<file path="config.mk">
export PLATFORM = sky130hd
export DESIGN_NAME = kmsc_top
export DESIGN_NICKNAME = d
export VERILOG_FILES = /design/src/rtl/kmsc_pkg.sv /design/src/rtl/kmsc_col_decode.sv /design/src/rtl/kmsc_apb_regs.sv /design/src/rtl/kmsc_top.sv
export VERILOG_INCLUDE_DIRS = /design/src /design/src/rtl
export SDC_FILE = /design/constraint.sdc
export NUM_CORES = 1
export LEC_CHECK = 0
export BUFFER_PORTS_ARGS = -buffer_cell sky130_fd_sc_hd__buf_2
export CORE_MARGIN = 2
export CORE_UTILIZATION = 30
export CTS_BUF_LIST = sky130_fd_sc_hd__clkbuf_4
export DETAILED_ROUTE_END_ITERATION = 7
export GPL_ROUTABILITY_DRIVEN = 0
export PLACE_DENSITY = 0.56
export SYNTH_ARGS = -nofsm -noshare
export SYNTH_HDL_FRONTEND = slang
export SYNTH_SLANG_ARGS = --single-unit
</file>
<file path="constraint.sdc">
create_clock -name pclk -period 3.65 [get_ports pclk]
set_clock_uncertainty 0.15 [all_clocks]
set_input_delay 0 -clock pclk [delete_from_list [all_inputs] [get_ports pclk]]
set_output_delay 0 -clock pclk [all_outputs]
set_load 0.005 [all_outputs]
</file>
<file path="src/rtl/kmsc_defs.svh">
// Constants of the key matrix scan controller: offsets, fields, resets, timing.
`ifndef KMSC_DEFS_SVH
`define KMSC_DEFS_SVH

// ****************************************
// Register byte offsets
// ****************************************
`define KMSC_OFF_SETTING  12'h000
`define KMSC_OFF_OPERAND  12'h004
`define KMSC_OFF_STATUS   12'h008
`define KMSC_OFF_MASK     12'h00C
`define KMSC_OFF_CTRL     12'h010

// ****************************************
// Setting fields
// ****************************************
`define KMSC_BIT_MODE_HI  7
`define KMSC_BIT_PERIODIC 6
`define KMSC_BIT_MODE_MID 5
`define KMSC_BIT_MODE_LO  4

// ****************************************
// Status bits
// ****************************************
`define KMSC_ST_WAKE      0
`define KMSC_ST_CYCLE     1
`define KMSC_ST_KEY       2

// ****************************************
// Reset values
// ****************************************
`define KMSC_RST_SETTING  8'h20
`define KMSC_RST_CTRL     8'h00

// ****************************************
// Timing
// ****************************************
`define KMSC_CLK_NS       5
`define KMSC_FRAME_NS     2000
`define KMSC_SCAN_NS      200
`define KMSC_FRAME_CYC    (`KMSC_FRAME_NS / `KMSC_CLK_NS)
`define KMSC_SCAN_CYC     ((`KMSC_SCAN_NS + `KMSC_CLK_NS - 1) / `KMSC_CLK_NS)

`endif

</file>
<file path="src/rtl/kmsc_pkg.sv">
// Types shared by the key matrix scan controller files.
package kmsc_pkg;

	// Decoded scan modes.
	typedef enum logic [2:0] {
		KMSC_M_ONE,
		KMSC_M_ALL,
		KMSC_M_OFF,
		KMSC_M_EIGHT,
		KMSC_M_FOUR,
		KMSC_M_TWO
	} kmsc_mode_t;

	// Sources of a new setting.
	typedef enum logic [1:0] {
		KMSC_SRC_IMM,
		KMSC_SRC_REG,
		KMSC_SRC_TAB
	} kmsc_src_t;

endpackage

</file>
<file path="src/rtl/kmsc_col_decode.sv">
// Column strobe decoder: turns an 8-bit scan setting into a 16-bit mask.
`timescale 1ns/1ps

module kmsc_col_decode
	import kmsc_pkg::*;
(
	// Setting in.
	input  wire logic [7:0]  setting,
	// Columns out.
	output logic      [15:0] col_mask,
	output kmsc_mode_t       mode
);

	// Mode decode from bits 7, 5 and 4.
	function automatic kmsc_mode_t kmsc_mode_of(input logic [7:0] s);
		case ({s[7], s[5], s[4]})
			3'b000:  kmsc_mode_of = KMSC_M_ONE;
			3'b001:  kmsc_mode_of = KMSC_M_ALL;
			3'b010:  kmsc_mode_of = KMSC_M_OFF;
			3'b110:  kmsc_mode_of = KMSC_M_FOUR;
			3'b111:  kmsc_mode_of = KMSC_M_TWO;
			default: kmsc_mode_of = KMSC_M_EIGHT;
		endcase
	endfunction

	assign mode = kmsc_mode_of(setting);

	// Each column tests whether its index falls in the selected group.
	genvar g;
	generate
		for (g = 0; g < 16; g = g + 1) begin : g_col
			always_comb begin
				case (mode)
					KMSC_M_ONE:   col_mask[g] = (setting[3:0] == 4'(g));
					KMSC_M_ALL:   col_mask[g] = 1'b1;
					KMSC_M_OFF:   col_mask[g] = 1'b0;
					KMSC_M_EIGHT: col_mask[g] = (setting[3] == 1'(g / 8));
					KMSC_M_FOUR:  col_mask[g] = (setting[3:2] == 2'(g / 4));
					KMSC_M_TWO:   col_mask[g] = (setting[3:1] == 3'(g / 2));
					default:      col_mask[g] = 1'b0;
				endcase
			end
		end
	endgenerate

endmodule

</file>
<file path="src/rtl/kmsc_apb_regs.sv">
// APB slave holding control, mask and sticky status of the scan controller.
`timescale 1ns/1ps
`include "kmsc_defs.svh"

module kmsc_apb_regs
	import kmsc_pkg::*;
(
	// Clock and reset.
	input  wire logic        pclk,
	input  wire logic        presetn,
	// APB.
	input  wire logic        psel,
	input  wire logic        penable,
	input  wire logic        pwrite,
	input  wire logic [11:0] paddr,
	input  wire logic [31:0] pwdata,
	output logic      [31:0] prdata,
	output logic             pready,
	output logic             pslverr,
	// Block side.
	input  wire logic [7:0]  setting,
	input  wire logic [2:0]  events,
	output logic             op_wr,
	output logic [7:0]       op_data,
	output logic             ctrl_wr,
	output logic [7:0]       ctrl,
	output logic             irq
);

	// ****************************************
	// State
	// ****************************************
	typedef struct packed {
		logic [31:0] rdata;
		logic        ready;
		logic        err;
		logic [2:0]  status;
		logic [2:0]  mask;
		logic [7:0]  ctrl;
		logic        op_wr;
		logic [7:0]  op_data;
		logic        ctrl_wr;
		logic        irq;
	} kmsc_regs_t;

	kmsc_regs_t cur, next_cur;

	// One wait state: pready rises one cycle into the access phase, and
	// a write takes effect only at the edge where pready is seen high.
	always_comb begin
		logic acc;
		logic wr;
		acc = psel && penable && !cur.ready;
		wr  = psel && penable && pwrite && cur.ready;
		next_cur = cur;
		next_cur.ready = acc;
		next_cur.err = 1'b0;
		next_cur.op_wr = 1'b0;
		next_cur.ctrl_wr = 1'b0;
		// Event sets beat a simultaneous write-one clear.
		next_cur.status = cur.status | events;
		if (acc) begin
			next_cur.rdata = 32'h0;
			case (paddr)
				`KMSC_OFF_SETTING: next_cur.rdata = {24'h0, setting};
				`KMSC_OFF_OPERAND: next_cur.rdata = {24'h0, cur.op_data};
				`KMSC_OFF_STATUS:  next_cur.rdata = {29'h0, cur.status};
				`KMSC_OFF_MASK:    next_cur.rdata = {29'h0, cur.mask};
				`KMSC_OFF_CTRL:    next_cur.rdata = {24'h0, cur.ctrl};
				default:           next_cur.err = 1'b1;
			endcase
		end
		// Writes land on the completing edge; unmapped places are ignored.
		if (wr) begin
			case (paddr)
				`KMSC_OFF_OPERAND: begin
					next_cur.op_data = pwdata[7:0];
					next_cur.op_wr = 1'b1;
				end
				`KMSC_OFF_STATUS:
					next_cur.status = (cur.status & ~pwdata[2:0]) | events;
				`KMSC_OFF_MASK:    next_cur.mask = pwdata[2:0];
				`KMSC_OFF_CTRL: begin
					next_cur.ctrl = pwdata[7:0];
					next_cur.ctrl_wr = 1'b1;
				end
				default: ;
			endcase
		end
		next_cur.irq = |(next_cur.status & next_cur.mask);
	end

	// Register the state.
	always_ff @(posedge pclk or negedge presetn) begin
		if (!presetn) begin
			cur <= '0;
		end else begin
			cur <= next_cur;
		end
	end

	assign prdata  = cur.rdata;
	assign pready  = cur.ready;
	assign pslverr = cur.err;
	assign op_wr   = cur.op_wr;
	assign op_data = cur.op_data;
	assign ctrl_wr = cur.ctrl_wr;
	assign ctrl    = cur.ctrl;
	assign irq     = cur.irq;

endmodule

</file>
<file path="src/rtl/kmsc_top.sv">
// Key matrix scan controller: setting load, frame timing, column strobes.
//
// How it works
// - Eight-bit setting drives strobes during scan interval.
// - Periodic clear: wake only after key press.
// - Periodic set: wake every scan cycle end.
// - Mode 000 strobes one column, bits 3-0.
// - Mode 001 strobes all sixteen columns.
// - Mode 010 disables scanning.
// - Mode 10x strobes eight columns, bit 3.
// - Mode 110 strobes four columns, bits 3-2.
// - Mode 111 strobes two columns, bits 3-1.
// - Register form: accumulator high, register low.
// - Table form: eight table bits directly.
//
// Register access over APB and the placing of the registers were left to the implementer.
`timescale 1ns/1ps
`include "kmsc_defs.svh"

module kmsc_top
	import kmsc_pkg::*;
#(
	parameter int FRAME_CYC = `KMSC_FRAME_CYC,
	parameter int SCAN_CYC  = `KMSC_SCAN_CYC
) (
	// Clock and reset.
	input  wire logic        pclk,
	input  wire logic        presetn,
	// APB register bus.
	input  wire logic        psel,
	input  wire logic        penable,
	input  wire logic        pwrite,
	input  wire logic [11:0] paddr,
	input  wire logic [31:0] pwdata,
	output logic      [31:0] prdata,
	output logic             pready,
	output logic             pslverr,
	// Core instruction side.
	input  wire logic        set_scan_immediate,
	input  wire logic        set_scan_from_operand,
	input  wire logic        operand_is_table,
	input  wire logic [7:0]  imm_value,
	input  wire logic [3:0]  arith_result_nibble,
	input  wire logic [3:0]  work_reg_nibble,
	input  wire logic [7:0]  table_word,
	input  wire logic        halt_wake_enable_bit,
	// Pins.
	input  wire logic [15:0] lcd_seg_in,
	input  wire logic [3:0]  key_row_in,
	output logic      [15:0] lcd_drive_pins,
	output logic             scan_active,
	// Status to the core.
	output logic             halt_wake_request,
	output logic             scan_cycle_flag,
	output logic             irq
);

	// ****************************************
	// Register interface
	// ****************************************

	// Decoded pieces of the APB side.
	logic       op_wr;
	logic [7:0] op_data;
	logic       ctrl_wr;
	logic [7:0] ctrl;
	logic [2:0] events;
	logic [7:0] setting_q;

	kmsc_apb_regs u_regs (
		.pclk    (pclk),
		.presetn (presetn),
		.psel    (psel),
		.penable (penable),
		.pwrite  (pwrite),
		.paddr   (paddr),
		.pwdata  (pwdata),
		.prdata  (prdata),
		.pready  (pready),
		.pslverr (pslverr),
		.setting (setting_q),
		.events  (events),
		.op_wr   (op_wr),
		.op_data (op_data),
		.ctrl_wr (ctrl_wr),
		.ctrl    (ctrl),
		.irq     (irq)
	);

	// ****************************************
	// Column decode
	// ****************************************

	// Column mask of the held setting.
	logic [15:0] col_mask;
	kmsc_mode_t  mode;

	kmsc_col_decode u_dec (
		.setting  (setting_q),
		.col_mask (col_mask),
		.mode     (mode)
	);

	// ****************************************
	// State
	// ****************************************
	typedef struct packed {
		logic [7:0]  setting;
		logic [15:0] frame_cnt;
		logic        in_scan;
		logic        key_seen;
		logic [15:0] pins;
		logic        active;
		logic        wake;
		logic        cflag;
		logic [2:0]  ev;
	} kmsc_state_t;

	kmsc_state_t cur, next_cur;

	// Width-trimmed timing limits.
	localparam logic [15:0] FRAME_LAST = 16'(FRAME_CYC - 1);
	localparam logic [15:0] SCAN_LAST  = 16'(SCAN_CYC - 1);

	// Software may clear the flags through bit 0 and bit 1 of control.
	logic clr_wake;
	logic clr_cycle;
	assign clr_wake  = ctrl_wr && ctrl[0];
	assign clr_cycle = ctrl_wr && ctrl[1];

	// Next-state logic: setting load, frame count, strobes and wake flags.
	always_comb begin
		logic end_scan;
		logic pressed;
		logic wake_ev;
		end_scan = 1'b0;
		pressed = 1'b0;
		wake_ev = 1'b0;
		next_cur = cur;
		next_cur.ev = 3'h0;

		// A new load replaces the setting; otherwise it is held.
		if (set_scan_immediate) begin
			next_cur.setting = imm_value;
		end else if (set_scan_from_operand && operand_is_table) begin
			next_cur.setting = table_word;
		end else if (set_scan_from_operand) begin
			next_cur.setting = {arith_result_nibble, work_reg_nibble};
		end else if (op_wr) begin
			next_cur.setting = op_data;
		end

		// Frame counter; the scan interval opens each frame.
		if (cur.frame_cnt == FRAME_LAST) begin
			next_cur.frame_cnt = 16'h0;
		end else begin
			next_cur.frame_cnt = cur.frame_cnt + 16'h1;
		end

		// A disabled setting opens no scan interval at all.
		if (cur.frame_cnt == 16'h0 && mode != KMSC_M_OFF) begin
			next_cur.in_scan = 1'b1;
			next_cur.key_seen = 1'b0;
		end else if (cur.in_scan && cur.frame_cnt == SCAN_LAST) begin
			next_cur.in_scan = 1'b0;
			end_scan = 1'b1;
		end

		// Any active row while strobing counts as a key press.
		if (cur.in_scan && cur.active && |key_row_in) begin
			next_cur.key_seen = 1'b1;
			pressed = 1'b1;
		end

		// Strobe columns in scan; the LCD waveform elsewhere.
		if (next_cur.in_scan) begin
			next_cur.pins = col_mask;
			next_cur.active = 1'b1;
		end else begin
			next_cur.pins = lcd_seg_in;
			next_cur.active = 1'b0;
		end

		// Wake at scan end: periodic or on a key.
		if (end_scan && halt_wake_enable_bit) begin
			if (cur.setting[`KMSC_BIT_PERIODIC]) begin
				wake_ev = 1'b1;
			end else begin
				wake_ev = cur.key_seen || pressed;
			end
		end

		// Set beats clear for both flags.
		if (clr_wake) begin
			next_cur.wake = 1'b0;
		end
		if (clr_cycle) begin
			next_cur.cflag = 1'b0;
		end
		if (wake_ev) begin
			next_cur.wake = 1'b1;
			next_cur.cflag = 1'b1;
		end

		next_cur.ev[`KMSC_ST_WAKE]  = wake_ev;
		next_cur.ev[`KMSC_ST_CYCLE] = end_scan;
		next_cur.ev[`KMSC_ST_KEY]   = pressed;
	end

	// Register the whole state.
	always_ff @(posedge pclk or negedge presetn) begin
		if (!presetn) begin
			cur <= '0;
			cur.setting <= `KMSC_RST_SETTING;
		end else begin
			cur <= next_cur;
		end
	end

	assign setting_q         = cur.setting;
	assign events            = cur.ev;
	assign lcd_drive_pins    = cur.pins;
	assign scan_active       = cur.active;
	assign halt_wake_request = cur.wake;
	assign scan_cycle_flag   = cur.cflag;

	// ****************************************
	// Assertions
	// ****************************************

	// Every property below is held off while reset is asserted.

	// An immediate load lands on the edge after its pulse.
	a_imm_load: assert property (
		@(posedge pclk) disable iff (!presetn)
		set_scan_immediate |=> setting_q == $past(imm_value))
		else $error("Immediate setting not loaded.");

	// The register form packs the accumulator above the register.
	a_reg_load: assert property (
		@(posedge pclk) disable iff (!presetn)
		!set_scan_immediate && set_scan_from_operand && !operand_is_table
		|=> setting_q == {$past(arith_result_nibble),
			$past(work_reg_nibble)})
		else $error("Register-form setting wrong.");

	// The table form copies the table word bit for bit.
	a_tab_load: assert property (
		@(posedge pclk) disable iff (!presetn)
		!set_scan_immediate && set_scan_from_operand && operand_is_table
		|=> setting_q == $past(table_word))
		else $error("Table-form setting wrong.");

	// Without a load of any kind the setting must not move.
	a_setting_hold: assert property (
		@(posedge pclk) disable iff (!presetn)
		!set_scan_immediate && !set_scan_from_operand && !op_wr
		|=> $stable(setting_q))
		else $error("Setting changed without a load.");

	// A disabled setting never opens a scan interval.
	a_off_quiet: assert property (
		@(posedge pclk) disable iff (!presetn)
		mode == KMSC_M_OFF && !cur.in_scan |=> !cur.in_scan)
		else $error("Scan opened while disabled.");

	// Outside the interval the pins repeat the LCD waveform.
	a_lcd_pass: assert property (
		@(posedge pclk) disable iff (!presetn)
		!next_cur.in_scan |=> lcd_drive_pins == $past(lcd_seg_in))
		else $error("LCD drive lost outside scan.");

	// Inside the interval the pins carry the decoded strobes.
	a_scan_strobe: assert property (
		@(posedge pclk) disable iff (!presetn)
		next_cur.in_scan |=> scan_active
		&& lcd_drive_pins == $past(col_mask))
		else $error("Strobes missing inside scan.");

	// The last scan cycle hands the pins back to the display.
	a_scan_close: assert property (
		@(posedge pclk) disable iff (!presetn)
		cur.in_scan && cur.frame_cnt == SCAN_LAST
		|=> !scan_active)
		else $error("Scan interval did not close.");

	// A periodic setting wakes the core at every scan end while the enable bit is set.
	a_periodic: assert property (
		@(posedge pclk) disable iff (!presetn)
		cur.in_scan && cur.frame_cnt == SCAN_LAST && halt_wake_enable_bit
		&& setting_q[`KMSC_BIT_PERIODIC]
		|=> halt_wake_request && scan_cycle_flag)
		else $error("Periodic wake missing.");

	// A key-driven wake needs a key seen during the interval.
	a_key_wake: assert property (
		@(posedge pclk) disable iff (!presetn)
		$rose(halt_wake_request) && !$past(setting_q[`KMSC_BIT_PERIODIC])
		|-> $past(cur.key_seen) || $past(|key_row_in))
		else $error("Wake raised without a key.");

	// No wake at all unless the enable bit was set.
	a_wake_gated: assert property (
		@(posedge pclk) disable iff (!presetn)
		$rose(halt_wake_request) |-> $past(halt_wake_enable_bit))
		else $error("Wake raised while not enabled.");

	// A wake only follows the last cycle of a scan interval.
	a_wake_at_end: assert property (
		@(posedge pclk) disable iff (!presetn)
		$rose(halt_wake_request)
		|-> $past(cur.in_scan && cur.frame_cnt == SCAN_LAST))
		else $error("Wake raised away from scan end.");

	// The scan cycle flag is set together with the wake.
	a_flag_follow: assert property (
		@(posedge pclk) disable iff (!presetn)
		$rose(halt_wake_request) |-> scan_cycle_flag)
		else $error("Cycle flag missing with wake.");

	// Single-column mode strobes exactly the addressed column.
	a_one_col: assert property (
		@(posedge pclk) disable iff (!presetn)
		mode == KMSC_M_ONE |-> $onehot(col_mask)
		&& col_mask[setting_q[3:0]])
		else $error("Single-column mode not one-hot.");

	// All-column mode strobes every column.
	a_all_col: assert property (
		@(posedge pclk) disable iff (!presetn)
		mode == KMSC_M_ALL |-> col_mask == 16'hFFFF)
		else $error("All-column mode incomplete.");

	// Eight-column mode strobes one aligned half, both ends included.
	a_group_col: assert property (
		@(posedge pclk) disable iff (!presetn)
		mode == KMSC_M_EIGHT |-> $countones(col_mask) == 8
		&& col_mask[{setting_q[3], 3'h0}]
		&& col_mask[{setting_q[3], 3'h7}])
		else $error("Eight-column group wrong.");

	// Four-column mode strobes one aligned quarter, both ends included.
	a_four_col: assert property (
		@(posedge pclk) disable iff (!presetn)
		mode == KMSC_M_FOUR |-> $countones(col_mask) == 4
		&& col_mask[{setting_q[3:2], 2'h0}]
		&& col_mask[{setting_q[3:2], 2'h3}])
		else $error("Four-column group wrong.");

	// Two-column mode strobes one aligned pair.
	a_two_col: assert property (
		@(posedge pclk) disable iff (!presetn)
		mode == KMSC_M_TWO |-> $countones(col_mask) == 2
		&& col_mask[{setting_q[3:1], 1'h0}]
		&& col_mask[{setting_q[3:1], 1'h1}])
		else $error("Two-column group wrong.");

endmodule

</file>
==> impl_metrics.env <==
export IMPL_status="complete, no violations"
export IMPL_hpwlAfterDp_mm=7.77
export IMPL_final_cells=769
export IMPL_grt_pass1_vias=3729
export IMPL_crit_top_cell="dlygate4sd3_1"
export IMPL_synth_top_cell_area_share_pct=45.2
export IMPL_synth_top_family_by_area="simple AND/OR/NAND/NOR gates"
export IMPL_vias=3635
export IMPL_power_frac_seq_pct=55.2
export IMPL_clk_latency_ps=440
export IMPL_path_clk_slew_ps=130
export IMPL_grt_pass1_wl_mm=17.9
export IMPL_synth_edf_count=0
export IMPL_slew_violations=0
export IMPL_setup_tns_ps=0
export IMPL_final_cell_mix="buf_2, dfrtp_1, dlygate4sd3_1"
export IMPL_endpoint_kind="register"
export IMPL_critPathMaxFanout=9
export IMPL_final_common_cell="buf_2"
export IMPL_max_freq_mhz=318
export IMPL_drt_first_pass_iters=4
export IMPL_p_int_mw=1.28
export IMPL_clkSinkCount=82
export IMPL_power_switching_mw=0.477
export IMPL_critical_path_class="in2reg"
export IMPL_max_stage_delay_ps=700
export IMPL_critical_path_slowest_cell="dlygate4sd3_1"
export IMPL_cts_root_buffer="clkbuf_4"
export IMPL_fin_crit_sh_pct=86.2
export IMPL_core_um2=14600
export IMPL_wl_per_cell_um=14.4
export IMPL_p_leak_nw=2.67
export IMPL_synthToLayoutAreaGrowth_pct=25.1
export IMPL_ios=151
export IMPL_tritoncts="built"
export IMPL_synth_compound_area_share_pct=14.3
export IMPL_ys_seq_elements=82
export IMPL_antenna_found_initial=1
export IMPL_start_kind="primary input"
export IMPL_grt_util_all_layers_pct=13.8
export IMPL_dieHeight_um=126
export IMPL_via_per_inst=4.73
export IMPL_synth_warnings=0
export IMPL_htree_levels=3
export IMPL_synth_main_ff_cell="dfrtp_1"
export IMPL_antenna_left=0
export IMPL_dieArea_um2=15900
export IMPL_swShare_pct=27.2
export IMPL_dp_cells=692
export IMPL_vdd_drop_max_mv=0.123
export IMPL_synthCells=449
export IMPL_timing_critical_path_cells="dlygate4sd3_1 -> buf_2 -> nor3_2 -> dlygate4sd3_1 -> nand4_2 -> dlygate4sd3_1 -> nor2_4 -> dlygate4sd3_1"
export IMPL_worst_slew_pin_slew_ps=1030
export IMPL_synthMuxAreaShare_pct=9.54
export IMPL_power_frac_comb_pct=14.9
export IMPL_hold_viol=0
export IMPL_synth_yosys_seq_area_share_pct=45.8
export IMPL_fin_crit_ps=3150
export IMPL_drive_gt1_share_pct=26.4
export IMPL_start_util_pct=30.7
export IMPL_synth_area_leader_cell="dfrtp_1"
export IMPL_maxCapViolations=0
export IMPL_grt_max_degree=83
export IMPL_totalWireLength_mm=11.1
export IMPL_fp_dieW_um=126
export IMPL_yosys_top_cells_area="dfrtp_1, buf_4, mux2_2"
export IMPL_cp_arrival_ps=3350
export IMPL_yosys_area_share_simple_pct=16.2
export IMPL_drc=0
export IMPL_synth_cell_area_um2=4490
export IMPL_clk_path_buf_depth=2
export IMPL_io_buffers=102
export IMPL_synthArstFlopShare_pct=100
export IMPL_power_density_nw_per_um2=313
export IMPL_hold_class="in2reg"
export IMPL_setup_viol=0
export IMPL_ys_types=55
export IMPL_fin_nets=679
export IMPL_rsz0062_at_grt="no"
export IMPL_syn_area_per_cell_um2=9.99
export IMPL_numCtsBuffers=9
export IMPL_critPathRequiredTime_ps=3850
export IMPL_nFillCells=1449
export IMPL_synth_xor_area_share_pct=2.73
export IMPL_rows=44
export IMPL_grt_overflow_total=0
export IMPL_power_frac_clock_pct=29.9
export IMPL_drtIter0Drc=211
export IMPL_synth_fa_ha_area_share_pct=0.558
export IMPL_relSlewSlack_pct=31.5
-- stage by stage --
| step | power, mW | instance area (µm²) | util, % | worst slack, ps | hold slack (ps) |
|---|---|---|---|---|---|
| after CTS | 1.78 | 5610 | 38.5 | 536 | 8.51 |
| after floorplan | 1.13 | 4570 | - | 1650 | -446 |
| after global routing | 1.84 | 5610 | 38.5 | 422 | 38.6 |
| after global placement | 1.19 | 4870 | 33.4 | 1170 | 70.2 |
| final | 1.76 | 5610 | 38.5 | 502 | 37.4 |
| after detailed placement | 1.20 | 4870 | 33.4 | 1140 | 72.6 |
-- cell usage after synthesis, types with 9 or more instances --
library cell and instances:
clkbuf_1 12, dfrtp_1 81, mux2i_1 18, inv_1 9, nand3_1 16, mux2_2 22
a21oi_1 33, o211ai_1 9, buf_4 49, nand2_1 27, o21ai_0 9, o21a_1 14
nor2_1 53
-- power groups by stage --
stage                     Clock [mW]  Sequential [mW]  Combinational [mW]
after floorplan                    0            0.969               0.158
after global placement             0            0.985               0.210
after detailed placement           0            0.986               0.213
after CTS                      0.544            0.969               0.263
after global routing           0.578            0.974               0.290
final                          0.525            0.968               0.262
-- cells by family after synthesis --
group                    Yosys count
AO/OA/AOI/OAI                     96
XOR/XNOR                          14
adder cells (fa/ha/maj)            2
buffers and inverters             76
flip-flops                        82
multiplexers                      40
other                              1
AND/OR/NAND/NOR                  138
-- worst max-delay path: cells and delay by family --
| kind | cells | cell delay, ps |
|---|---|---|
| buffers and inverters | 5 | 2700 |
| and+or+nand+nor | 3 | 640 |
-- area by class of cell --
| class | instances | area, µm² | share of cell area [%] |
|---|---|---|---|
| Multi-Input combinational cell | 314 | 2030 | 36.2 |
| Clock buffer | 10 | 75.1 | 1.34 |
| Antenna cell | 1 | 2.50 | 0.0446 |
| Timing Repair Buffer | 164 | 1130 | 20.2 |
| Sequential cell | 82 | 2050 | 36.6 |
| Inverter | 9 | 33.8 | 0.602 |
| Tap cell | 184 | 230 | 4.10 |
| Clock inverter | 5 | 56.3 | 1.00 |
-- flip-flops by register name, indices dropped and copies added (netlist names) --
signal             count
u_regs.cur             6
u_regs.ctrl_wr         1
u_regs.op_wr           1
events                 3
u_regs.op_data         8
setting_q              8
scan_cycle_flag        1
halt_wake_request      1
cur                   17
u_regs.irq             1
u_regs.pready          1
u_regs.prdata          8
u_regs.pslverr         1
lcd_drive_pins        16
scan_active            1
u_regs.ctrl            8
-- layer usage --
metal	vias up	share of wire, %	GRT usage, %
li1	1766	-	-
met1	1758	44	17.0
met2	99	50	24.0
met3	12	4.7	2.80
met4	0	1.4	4.85
met5	-	0	0
-- path summary, 6_finish.rpt --
path / from / endpoint / slack [ps] / cells after the start
max: paddr[5] / u_regs.ctrl_wr$_DFF_PN0_ / 500 / 8
min: paddr[7] / u_regs.op_wr$_DFF_PN0_ / 40 / 5
max reg2reg: cur[24]$_DFF_PN0_ / lcd_drive_pins[3]$_DFF_PN0_ / 1120 / 7
min reg2reg: u_regs.prdata[7]$_DFFE_PN0P_ / u_regs.prdata[7]$_DFFE_PN0P_ / 340 / 2
max in group asynchronous: presetn / cur[33]$_DFF_PN0_ / 2570 / 2
min in group asynchronous: presetn / u_regs.prdata[5]$_DFFE_PN0P_ / 100 / 2
-- timing repair --
item	in CTS	in global routing
hold endpoints to repair	145	0
buffers inserted	0	0
hold buffers	61	0
gates resized for setup	0	0
Power figures use the tool's default switching activity.
